<file path="src/shared/flc_pkg.sv">
/*
 * Shared constants and types for the loop configuration block: register
 * indices and byte addresses, field positions, reset values, write masks
 * and the settings bundle handed to the analog oscillator.
 * Assumes a 32-bit APB with byte addresses; each register is one word.
 */
package flc_pkg;

	// Register indices; the byte address is four times the index.
	localparam logic [9:0] IDX_ENABLE = 10'h074;
	localparam logic [9:0] IDX_DIVIDER = 10'h075;
	localparam logic [9:0] IDX_FRACTION = 10'h076;
	localparam logic [9:0] IDX_MULT_GAIN = 10'h077;
	localparam logic [9:0] IDX_REFERENCE = 10'h078;
	localparam logic [9:0] IDX_STATUS = 10'h080;
	localparam int ADDR_W = 12;
	localparam int NUM_RW = 5;
	localparam int REG_W = 16;
	localparam logic [2:0] SLOT_STATUS = 3'h5;
	localparam logic [2:0] SLOT_NONE = 3'h7;

	// Field positions.
	localparam int LOOP_ENABLE_BIT = 0;
	localparam int OSC_ENABLE_BIT = 1;
	localparam int FRAC_MODE_BIT = 2;
	localparam int OUTDIV_LSB = 8;
	localparam int OUTDIV_W = 6;
	localparam int CTRL_RATE_LSB = 4;
	localparam int CTRL_RATE_W = 3;
	localparam int RATIO_LSB = 0;
	localparam int RATIO_W = 3;
	localparam int MULT_INT_LSB = 5;
	localparam int MULT_INT_W = 10;
	localparam int FRAC_W = 16;
	localparam int GAIN_LSB = 0;
	localparam int GAIN_W = 4;
	localparam int REF_DIV_LSB = 3;
	localparam int REF_SRC_LSB = 0;

	// Codes and limits.
	localparam logic [5:0] OUTDIV_FIRST_LEGAL = 6'h03;
	localparam logic [3:0] GAIN_MAX_CODE = 4'h8;
	localparam logic [1:0] SRC_MASTER = 2'h0;
	localparam logic [1:0] SRC_BIT = 2'h1;
	localparam logic [1:0] SRC_FRAME = 2'h2;

	// Reset values and writable bits, slot order enable..reference.
	localparam logic [NUM_RW-1:0][REG_W-1:0] RESET_VAL = {
		16'h0000, 16'h2EE0, 16'h0000, 16'h0007, 16'h0000};
	localparam logic [NUM_RW-1:0][REG_W-1:0] WRITE_MASK = {
		16'h001B, 16'h7FEF, 16'hFFFF, 16'h3F77, 16'h0007};

	// Settings driven to the analog oscillator.
	typedef struct packed {
		logic loop_enable;
		logic fractional_mode_enable;
		logic osc_free_run;
		logic [6:0] out_div;
		logic [3:0] ctrl_rate_div;
		logic [4:0] ratio_div;
		logic [3:0] gain_shift;
		logic [MULT_INT_W+FRAC_W-1:0] multiplier;
	} flc_osc_cfg_t;

endpackage

</file>
<file path="src/hdl/flc_config_regs.sv">
/*
 * Loop configuration registers with APB slave, reference selection and
 * pre-division, and decoded settings for the analog oscillator.
 * Assumes a zero-wait APB3 master on pclk and asynchronous reference pins.
 */
// Added by the designer: the APB interface to the registers.
`timescale 1ns/100ps

// Contract
// Fraction bit 0 gives integer mode, 1 gives fractional mode.
// Software sets oscillator enable before loop enable.
// Oscillator enable acts only in free-running mode, not when locked.
// Output clock is oscillator divided by code plus one, 4 to 64.
// Control block runs at oscillator divided by rate code plus one.
// Ratio divider codes give 1, 2, 4, 8, or 16 for 1XX.
// Sixteen-bit fraction, top bit one half, added to integer part.
// Ten-bit integer multiplier in bits 14 to 5, LSB weight one.
// Loop error gain is two to the power of the gain code.
// Reference predivided by 1, 2, 4 or 8 per the two-bit code.
// Software keeps the divided reference at or below 13.5 MHz.
// Source 00 master clock, 01 bit clock, 10 frame clock.
// Software programs all fields before enabling, then leaves them.
module flc_config_regs (
	input wire logic pclk,
	input wire logic presetn,
	input wire logic psel,
	input wire logic penable,
	input wire logic pwrite,
	input wire logic [flc_pkg::ADDR_W-1:0] paddr,
	input wire logic [31:0] pwdata,
	output logic [31:0] prdata,
	output logic pready,
	output logic pslverr,
	input wire logic mclk_pin,
	input wire logic bclk_pin,
	input wire logic lrclk_pin,
	output logic ref_tick,
	output flc_pkg::flc_osc_cfg_t osc_cfg
);

	logic [flc_pkg::REG_W-1:0] regs_q [flc_pkg::NUM_RW];
	logic [2:0] pin_s1_q;
	logic [2:0] pin_s2_q;
	logic sel_ref_q;
	logic [2:0] slot;
	logic wr_en;
	logic tick_toggle_q;
	logic [flc_pkg::REG_W-1:0] status;
	logic [flc_pkg::REG_W-1:0] en_r;
	logic [flc_pkg::REG_W-1:0] dv_r;
	logic [flc_pkg::REG_W-1:0] fr_r;
	logic [flc_pkg::REG_W-1:0] mg_r;
	logic [flc_pkg::REG_W-1:0] rf_r;
	logic [5:0] outdiv;
	logic [2:0] ctrl_rate;
	logic [2:0] ratio;
	logic [9:0] int_mult;
	logic [3:0] gain;
	logic [1:0] ref_div;
	logic [1:0] ref_src;
	logic loop_en_q;
	logic frac_en_q;
	logic free_run_q;
	logic [6:0] out_div_q;
	logic [3:0] ctrl_rate_div_q;
	logic [4:0] ratio_div_q;
	logic [3:0] gain_shift_q;
	logic [flc_pkg::MULT_INT_W+flc_pkg::FRAC_W-1:0] multiplier_q;

	// Byte address to register slot; used by both read and write paths.
	function automatic logic [2:0] dec_slot(
		input logic [flc_pkg::ADDR_W-1:0] a
	);
		logic [2:0] s;
		s = flc_pkg::SLOT_NONE;
		if (a[1:0] == 2'h0) begin
			case (a[flc_pkg::ADDR_W-1:2])
				flc_pkg::IDX_ENABLE: s = 3'h0;
				flc_pkg::IDX_DIVIDER: s = 3'h1;
				flc_pkg::IDX_FRACTION: s = 3'h2;
				flc_pkg::IDX_MULT_GAIN: s = 3'h3;
				flc_pkg::IDX_REFERENCE: s = 3'h4;
				flc_pkg::IDX_STATUS: s = flc_pkg::SLOT_STATUS;
				default: s = flc_pkg::SLOT_NONE;
			endcase
		end
		return s;
	endfunction

	// Ratio code to divisor; all codes with the top bit set mean 16.
	function automatic logic [4:0] ratio_divisor(input logic [2:0] c);
		return c[2] ? 5'h10 : 5'(5'h01 << c[1:0]);
	endfunction

	// Field views of the stored registers.
	assign en_r = regs_q[0];
	assign dv_r = regs_q[1];
	assign fr_r = regs_q[2];
	assign mg_r = regs_q[3];
	assign rf_r = regs_q[4];
	assign outdiv = dv_r[flc_pkg::OUTDIV_LSB +: flc_pkg::OUTDIV_W];
	assign ctrl_rate = dv_r[flc_pkg::CTRL_RATE_LSB +: flc_pkg::CTRL_RATE_W];
	assign ratio = dv_r[flc_pkg::RATIO_LSB +: flc_pkg::RATIO_W];
	assign int_mult = mg_r[flc_pkg::MULT_INT_LSB +: flc_pkg::MULT_INT_W];
	assign gain = mg_r[flc_pkg::GAIN_LSB +: flc_pkg::GAIN_W];
	assign ref_div = rf_r[flc_pkg::REF_DIV_LSB +: 2];
	assign ref_src = rf_r[flc_pkg::REF_SRC_LSB +: 2];

	// Bus decode. The slave never stalls, so every access is two cycles.
	assign slot = dec_slot(paddr);
	assign pready = 1'b1;
	assign wr_en = psel && penable && pwrite && (slot < 3'h5);

	// Status view: divided reference toggle and illegal-code flags.
	assign status = {13'h0000, (ref_src == 2'h3),
		(outdiv < flc_pkg::OUTDIV_FIRST_LEGAL), tick_toggle_q};

	// Read data and error are captured in the setup cycle so that both
	// come from flops; no write can land between setup and access.
	always_ff @(posedge pclk or negedge presetn) begin
		if (!presetn) begin
			prdata <= 32'h0000_0000;
			pslverr <= 1'b0;
		end else if (psel && !penable) begin
			pslverr <= (slot == flc_pkg::SLOT_NONE) ||
				(pwrite && slot == flc_pkg::SLOT_STATUS);
			if (pwrite || slot == flc_pkg::SLOT_NONE) begin
				prdata <= 32'h0000_0000;
			end else if (slot == flc_pkg::SLOT_STATUS) begin
				prdata <= {16'h0000, status};
			end else begin
				prdata <= {16'h0000, regs_q[slot]};
			end
		end
	end

	// Register storage; reserved bits are masked so they read as zero.
	always_ff @(posedge pclk or negedge presetn) begin
		if (!presetn) begin
			for (int i = 0; i < flc_pkg::NUM_RW; i++) begin
				regs_q[i] <= flc_pkg::RESET_VAL[i];
			end
		end else if (wr_en) begin
			regs_q[slot] <= pwdata[flc_pkg::REG_W-1:0] &
				flc_pkg::WRITE_MASK[slot];
		end
	end

	// Reference pins cross into pclk through two flops each.
	always_ff @(posedge pclk or negedge presetn) begin
		if (!presetn) begin
			pin_s1_q <= 3'h0;
			pin_s2_q <= 3'h0;
		end else begin
			pin_s1_q <= {lrclk_pin, bclk_pin, mclk_pin};
			pin_s2_q <= pin_s1_q;
		end
	end

	// Source mux after the synchronisers; the reserved code selects
	// nothing so the divider sees no edges rather than a stray pin.
	always_ff @(posedge pclk or negedge presetn) begin
		if (!presetn) begin
			sel_ref_q <= 1'b0;
		end else begin
			case (ref_src)
				flc_pkg::SRC_MASTER: sel_ref_q <= pin_s2_q[0];
				flc_pkg::SRC_BIT: sel_ref_q <= pin_s2_q[1];
				flc_pkg::SRC_FRAME: sel_ref_q <= pin_s2_q[2];
				default: sel_ref_q <= 1'b0;
			endcase
		end
	end

	// Pre-divider runs only while the loop is enabled.
	flc_ref_divider u_ref_div (
		.pclk(pclk),
		.presetn(presetn),
		.run(en_r[flc_pkg::LOOP_ENABLE_BIT]),
		.ref_level(sel_ref_q),
		.reference_divider(ref_div),
		.ref_tick(ref_tick)
	);

	// Toggle lets software see reference activity without a sticky flag.
	always_ff @(posedge pclk or negedge presetn) begin
		if (!presetn) begin
			tick_toggle_q <= 1'b0;
		end else if (ref_tick) begin
			tick_toggle_q <= ~tick_toggle_q;
		end
	end

	// Enable and mode bits to the oscillator. The software ordering of
	// oscillator and loop enables is not enforced here.
	always_ff @(posedge pclk or negedge presetn) begin
		if (!presetn) begin
			loop_en_q <= 1'b0;
			frac_en_q <= 1'b0;
			free_run_q <= 1'b0;
		end else begin
			loop_en_q <= en_r[flc_pkg::LOOP_ENABLE_BIT];
			frac_en_q <= en_r[flc_pkg::FRAC_MODE_BIT];
			free_run_q <= en_r[flc_pkg::OSC_ENABLE_BIT] &&
				!en_r[flc_pkg::LOOP_ENABLE_BIT];
		end
	end

	// Divisors. Reserved output codes still pass n+1; software must
	// avoid them and the status register flags them.
	always_ff @(posedge pclk or negedge presetn) begin
		if (!presetn) begin
			out_div_q <= 7'h01;
			ctrl_rate_div_q <= 4'h1;
			ratio_div_q <= 5'h10;
		end else begin
			out_div_q <= {1'b0, outdiv} + 7'h01;
			ctrl_rate_div_q <= {1'b0, ctrl_rate} + 4'h1;
			ratio_div_q <= ratio_divisor(ratio);
		end
	end

	// Multiplier as 10.16 fixed point; the fraction is dropped in integer
	// mode. Gain codes above x256 are undefined and clamp to x256.
	always_ff @(posedge pclk or negedge presetn) begin
		if (!presetn) begin
			multiplier_q <= 26'h000_0000;
			gain_shift_q <= 4'h0;
		end else begin
			if (en_r[flc_pkg::FRAC_MODE_BIT]) begin
				multiplier_q <= {int_mult, fr_r};
			end else begin
				multiplier_q <= {int_mult, 16'h0000};
			end
			gain_shift_q <= (gain > flc_pkg::GAIN_MAX_CODE) ?
				flc_pkg::GAIN_MAX_CODE : gain;
		end
	end

	// The bundle has a single driver; its fields live in separate flops
	// so each concern keeps its own process without sharing a variable.
	assign osc_cfg = '{
		loop_enable: loop_en_q,
		fractional_mode_enable: frac_en_q,
		osc_free_run: free_run_q,
		out_div: out_div_q,
		ctrl_rate_div: ctrl_rate_div_q,
		ratio_div: ratio_div_q,
		gain_shift: gain_shift_q,
		multiplier: multiplier_q
	};

	chk_integer_mode: assert property (@(posedge pclk) disable iff (!presetn)
		!en_r[flc_pkg::FRAC_MODE_BIT] |=>
		osc_cfg.multiplier[15:0] == 16'h0000)
		else $error("fraction used in integer mode");

	chk_fraction_sum: assert property (@(posedge pclk) disable iff (!presetn)
		en_r[flc_pkg::FRAC_MODE_BIT] |=>
		osc_cfg.multiplier == {$past(mg_r[14:5]), $past(fr_r)})
		else $error("multiplier not integer plus fraction");

	chk_output_div: assert property (@(posedge pclk) disable iff (!presetn)
		(outdiv == 6'h3f) |=> osc_cfg.out_div == 7'h40)
		else $error("output divider code 63 not divide by 64");

	chk_ctrl_rate: assert property (@(posedge pclk) disable iff (!presetn)
		1'b1 |=> osc_cfg.ctrl_rate_div == $past(dv_r[6:4]) + 3'h1)
		else $error("control rate divisor wrong");

	chk_ratio_top: assert property (@(posedge pclk) disable iff (!presetn)
		dv_r[2] |=> osc_cfg.ratio_div == 5'h10)
		else $error("ratio 1XX not sixteen");

	chk_gain_value: assert property (@(posedge pclk) disable iff (!presetn)
		(mg_r[3:0] <= 4'h8) |=> osc_cfg.gain_shift == $past(mg_r[3:0]))
		else $error("gain shift not equal to code");

	chk_osc_locked: assert property (@(posedge pclk) disable iff (!presetn)
		en_r[0] |=> !osc_cfg.osc_free_run)
		else $error("free run asserted while loop enabled");

	chk_source_bit: assert property (@(posedge pclk) disable iff (!presetn)
		(ref_src == 2'h1) |=> sel_ref_q == $past(pin_s2_q[1]))
		else $error("bit clock source not selected");

	chk_source_none: assert property (@(posedge pclk) disable iff (!presetn)
		(ref_src == 2'h3) |=> !sel_ref_q)
		else $error("reserved source passes a reference");

	chk_unmapped_err: assert property (@(posedge pclk) disable iff (!presetn)
		(psel && !penable && slot == flc_pkg::SLOT_NONE) |=>
		pslverr && prdata == 32'h0000_0000)
		else $error("unmapped access not refused");

	chk_write_stored: assert property (@(posedge pclk) disable iff (!presetn)
		(wr_en && slot == 3'h3) |=>
		mg_r == ($past(pwdata[15:0]) & flc_pkg::WRITE_MASK[3]))
		else $error("written multiplier word not stored");

	cov_frac_enable: cover property (@(posedge pclk) disable iff (!presetn)
		$rose(en_r[flc_pkg::FRAC_MODE_BIT]) ##1 en_r[0]);

	cov_ref_ticks: cover property (@(posedge pclk) disable iff (!presetn)
		ref_tick ##[1:50] ref_tick);

	cov_unmapped: cover property (@(posedge pclk) disable iff (!presetn)
		psel && penable && pslverr);

endmodule

</file>
<file path="src/hdl/flc_ref_divider.sv">
/*
 * Reference pre-divider: counts rising edges of the selected, already
 * synchronised reference level and pulses once per 1, 2, 4 or 8 edges.
 * Assumes the level is in the pclk domain and slower than pclk / 2.
 */
`timescale 1ns/100ps
module flc_ref_divider (
	input wire logic pclk,
	input wire logic presetn,
	input wire logic run,
	input wire logic ref_level,
	input wire logic [1:0] reference_divider,
	output logic ref_tick
);

	logic level_q;
	logic [2:0] edge_cnt_q;
	logic rise;
	logic [2:0] last_edge;

	assign rise = ref_level & ~level_q;
	assign last_edge = 3'((4'h1 << reference_divider) - 4'h1);

	// Previous level for edge detection.
	always_ff @(posedge pclk or negedge presetn) begin
		if (!presetn) begin
			level_q <= 1'b0;
		end else begin
			level_q <= ref_level;
		end
	end

	// Edge counter; held cleared while the loop is off so a fresh start
	// always begins a full divided period.
	always_ff @(posedge pclk or negedge presetn) begin
		if (!presetn) begin
			edge_cnt_q <= 3'h0;
			ref_tick <= 1'b0;
		end else if (!run) begin
			edge_cnt_q <= 3'h0;
			ref_tick <= 1'b0;
		end else begin
			ref_tick <= rise && (edge_cnt_q >= last_edge);
			if (rise) begin
				edge_cnt_q <= (edge_cnt_q >= last_edge) ? 3'h0 :
					edge_cnt_q + 3'h1;
			end
		end
	end

	chk_div_one_tick: assert property (@(posedge pclk) disable iff (!presetn)
		(run && rise && reference_divider == 2'h0) |=> ref_tick)
		else $error("divide by one missed a reference edge");

	chk_tick_cause: assert property (@(posedge pclk) disable iff (!presetn)
		ref_tick |-> $past(rise) && $past(run))
		else $error("reference tick without an edge");

	cov_div_eight: cover property (@(posedge pclk) disable iff (!presetn)
		reference_divider == 2'h3 && ref_tick);

endmodule

</file>
<file path="config.mk">
export PLATFORM = sky130hd
export DESIGN_NAME = flc_config_regs
export DESIGN_NICKNAME = d
export VERILOG_FILES = /design/src/shared/flc_pkg.sv /design/src/hdl/flc_config_regs.sv /design/src/hdl/flc_ref_divider.sv
export SDC_FILE = /design/constraint.sdc
export NUM_CORES = 1
export LEC_CHECK = 0
export ABC_AREA = 1
export BUFFER_PORTS_ARGS = -buffer_cell sky130_fd_sc_hd__buf_2
export CAP_MARGIN = 20
export CORE_MARGIN = 4
export CORE_UTILIZATION = 57
export CTS_BUF_LIST = sky130_fd_sc_hd__clkbuf_8
export DETAILED_ROUTE_END_ITERATION = 7
export PLACE_DENSITY = 0.93
export RECOVER_POWER = 50
export SETUP_SLACK_MARGIN = 0.3
export SLEW_MARGIN = 20
export SYNTH_ARGS = -nofsm -noshare
export SYNTH_HDL_FRONTEND = slang
export SYNTH_SLANG_ARGS = --single-unit
export TNS_END_PERCENT = 50
</file>
<file path="constraint.sdc">
create_clock -name pclk -period 1.8 [get_ports pclk]
set_input_delay 0 -clock pclk [delete_from_list [all_inputs] [get_ports pclk]]
set_output_delay 0 -clock pclk [all_outputs]
set_load 0.01 [all_outputs]
</file>
==> metrics.txt <==
CP arrival=2100 ps; die area=~14000 um^2; most common cell after layout, fill and taps aside=nand2_1; Routed Antenna Nets=0; Clock Pin Slew Worst Setup and Hold Paths=90 ps; Starting DRT DRC Count=about 1100; hold path cells=6; wirelength, routed=about 23000 um; Worst Setup SP=paddr[2]; Pre-antenna DRT Iters=8; Die Ht=approximately 120 um; drt drc=22; worst r2r path cells=7; dpl hpwl=11770 um; final net count=about 1000; Crit path required time=2190 ps; clock latency at the later pin of the worst-skew pair=approximately 490 ps; first-pass GRT wire length=slightly above 30000 um; unrepaired setup endpoints after global routing=yes; CP Class=in2reg; gr usage total=between 20% and 30%; synth warn=0; core box area=~12000 um^2; post-synthesis instance area=just under 7000 um^2; hold_sp=penable; Port Buf Inserts=approximately 100; Worst VDD drop=0.6097 mV; worst reg2reg startpoint=rf_r[3]$_DFFE_PN0P_; EDFF count, synth=0; Tightest Hold Check Type=in2reg; Final Skew=22.48 ps; outcome=finished with violations; Max Slew Vio Count=0; fin crit period=roughly 1700 ps; fillers=between 600 and 700; PwrDens=approximately 760 nW/um^2; measured slew at the worst slew-check pin=1291 ps; critical-path maximum fanout=8; H-tree depth=4; Final Hold Vio Count=0; vias in the first global route=slightly above 6000; Starting Density=roughly 58%; Avg WL per Cell=20.48 um; DR vias/cell=between 5 and 6; Max-Cap Viols=0; fin area=8960 um^2; top cells by area, synth=dfrtp_1 53%, nand2_1 12%, inv_1 5.7%; largest net degree at the start of global routing=53; Post-synth top flop=dfrtp_1; I/O pin count=136; register area share after synthesis=about 58%; Core Util, Final=between 70 and 80%; CTS Root Cell=clkbuf_8; LEAKAGE=4.858 nW; clock buffer depth=2; Yosys reg bits=159; CTS Buf Count=17; Syn Area/Cell=~9 um^2; routability cong.=0.9243; failing checks=design-rule violations; Yosys cell types=38; initial antenna violation count=1; worst hold slack=between 100 and 150 ps; Synth top area share=a little over half; Die W=118.3 um; total number of vias=between 6000 and 7000; most frequent cells in the layout=206 x nand2_1, 146 x dfrtp_1, 101 x inv_1; final period utilization=a little over nine tenths; Slew headroom=around 14%; layout cells sized above 1=29.72%; Async SR Flop Fraction=100.0%; Clock Sinks=about 160; placed inst area=between 7000 and 8000 um^2; Rows=40; Synth Instances=770; gr ovfl total=0; Synth-to-Final Area Change=29.12%; CP Capture Type=flip-flop; startpoint types=primary input; Yosys top cell by area=dfrtp_1; CTS tree=done; Peak Freq=a little under 600 MHz; final setup vio count=0
[logic make-up after synthesis]
| kind of cell | Yosys count | share of synthesized area (%) |
|---|---|---|
| AOI/OAI and AO/OA | 116 | 9.160 |
| xor gates and xnor gates | 6 | 0.7573 |
| adders and majority gates | 10 | 1.803 |
| buffers and inverters | 155 | 10.04 |
| DFF | 159 | 57.57 |
| muxes | 1 | 0.1623 |
| other | 2 | 0.1082 |
| and+or+nand+nor | 321 | 20.39 |
[registers in the layout (all words and copies together), names as in the netlist, 7 cells and up]
| register | count |
|---|---|
| mg_r | 16 |
| dv_r | 16 |
| prdata | 16 |
| multiplier_q | 26 |
| rf_r | 16 |
| fr_r | 16 |
| out_div_q | 7 |
| en_r | 16 |
[cells in the mapped netlist (all sizes together) (5+ instances only)]
| cell | instances |
|---|---|
| nand3 | 24 |
| buf | 39 |
| nor2 | 47 |
| o21bai | 5 |
| o21ai | 97 |
| clkbuf | 6 |
| inv | 110 |
| dfrtp | 146 |
| a21oi | 8 |
| nor3 | 9 |
| xor2 | 6 |
| dfstp | 13 |
| nand2 | 234 |
| ha | 10 |
[layer usage]
layer	track usage, %	vias to the layer above	part of all wire [%]
li1	-	2708	-
met1	34.76	3041	34
met2	43.27	646	45
met3	7.847	199	13
met4	16.56	0	7.7
met5	0	-	0
[where the power goes]
part / internal, mW / switching (mW)
combinational: 0.103 / 0.196
clock: 1.53 / 1.37
sequential: 3.58 / 0.00418
[worst max-delay path: stages]
cell	delay, ps
buf_8	100
nor2_4	120
nand2_2	80
nor2_4	120
nand2_2	90
buf_4	150
nand2_2	130
nor2_8	60
nand2_8	100
inv_4	60
ha_1	240
nor2_4	310
nand2_1	260
o21ai_0	250
[what timing repair did]
action	4_1_cts	5_1_grt
hold endpoints to repair	219	0
pin swaps	9	20
hold buffers	23	0
gates cloned	1	0
buffers inserted	5	15
setup endpoints to repair	8	82
resized for setup	9	81
[stage by stage]
stage	total power, mW	setup WS [ps]	cells	setup TNS (ps)
floorplan	3.747	105.9	785	0
global placement	3.865	-25.10	1030	-47.56
detailed placement	3.870	-175.9	1030	-5280
CTS	6.693	261.4	1091	0
global route	6.944	-18.91	1107	-18.91
finish	6.780	87.45	1107	0
[final cells by class]
| cell class | instances | area [um^2] | share of cell area [%] |
|---|---|---|---|
| clock inverter | 14 | 176.4 | 1.969 |
| tap | 147 | 183.9 | 2.053 |
| sequential | 159 | 3995 | 44.59 |
| inverter | 110 | 425.4 | 4.748 |
| multi-input combinational | 472 | 2591 | 28.92 |
| antenna | 1 | 2.502 | 0.02793 |
| timing repair buffer | 186 | 1338 | 14.93 |
| clock buffer | 18 | 247.7 | 2.765 |
[worst paths after layout]
path / endpoint / slack [ps]
worst min-delay path: rf_r[3]$_DFFE_PN0P_ / 110
worst max-delay path: mg_r[11]$_DFFE_PN1P_ / 90
max in group asynchronous: mg_r[7]$_DFFE_PN1P_ / 400
worst max register to register: u_ref_div.edge_cnt_q[0]$_DFFE_PN0P_ / 180
worst min register to register: pin_s2_q[1]$_DFF_PN0_ / 350
min in group asynchronous: fr_r[12]$_DFFE_PN0P_ / 330
Power figures use the tool's default switching activity.
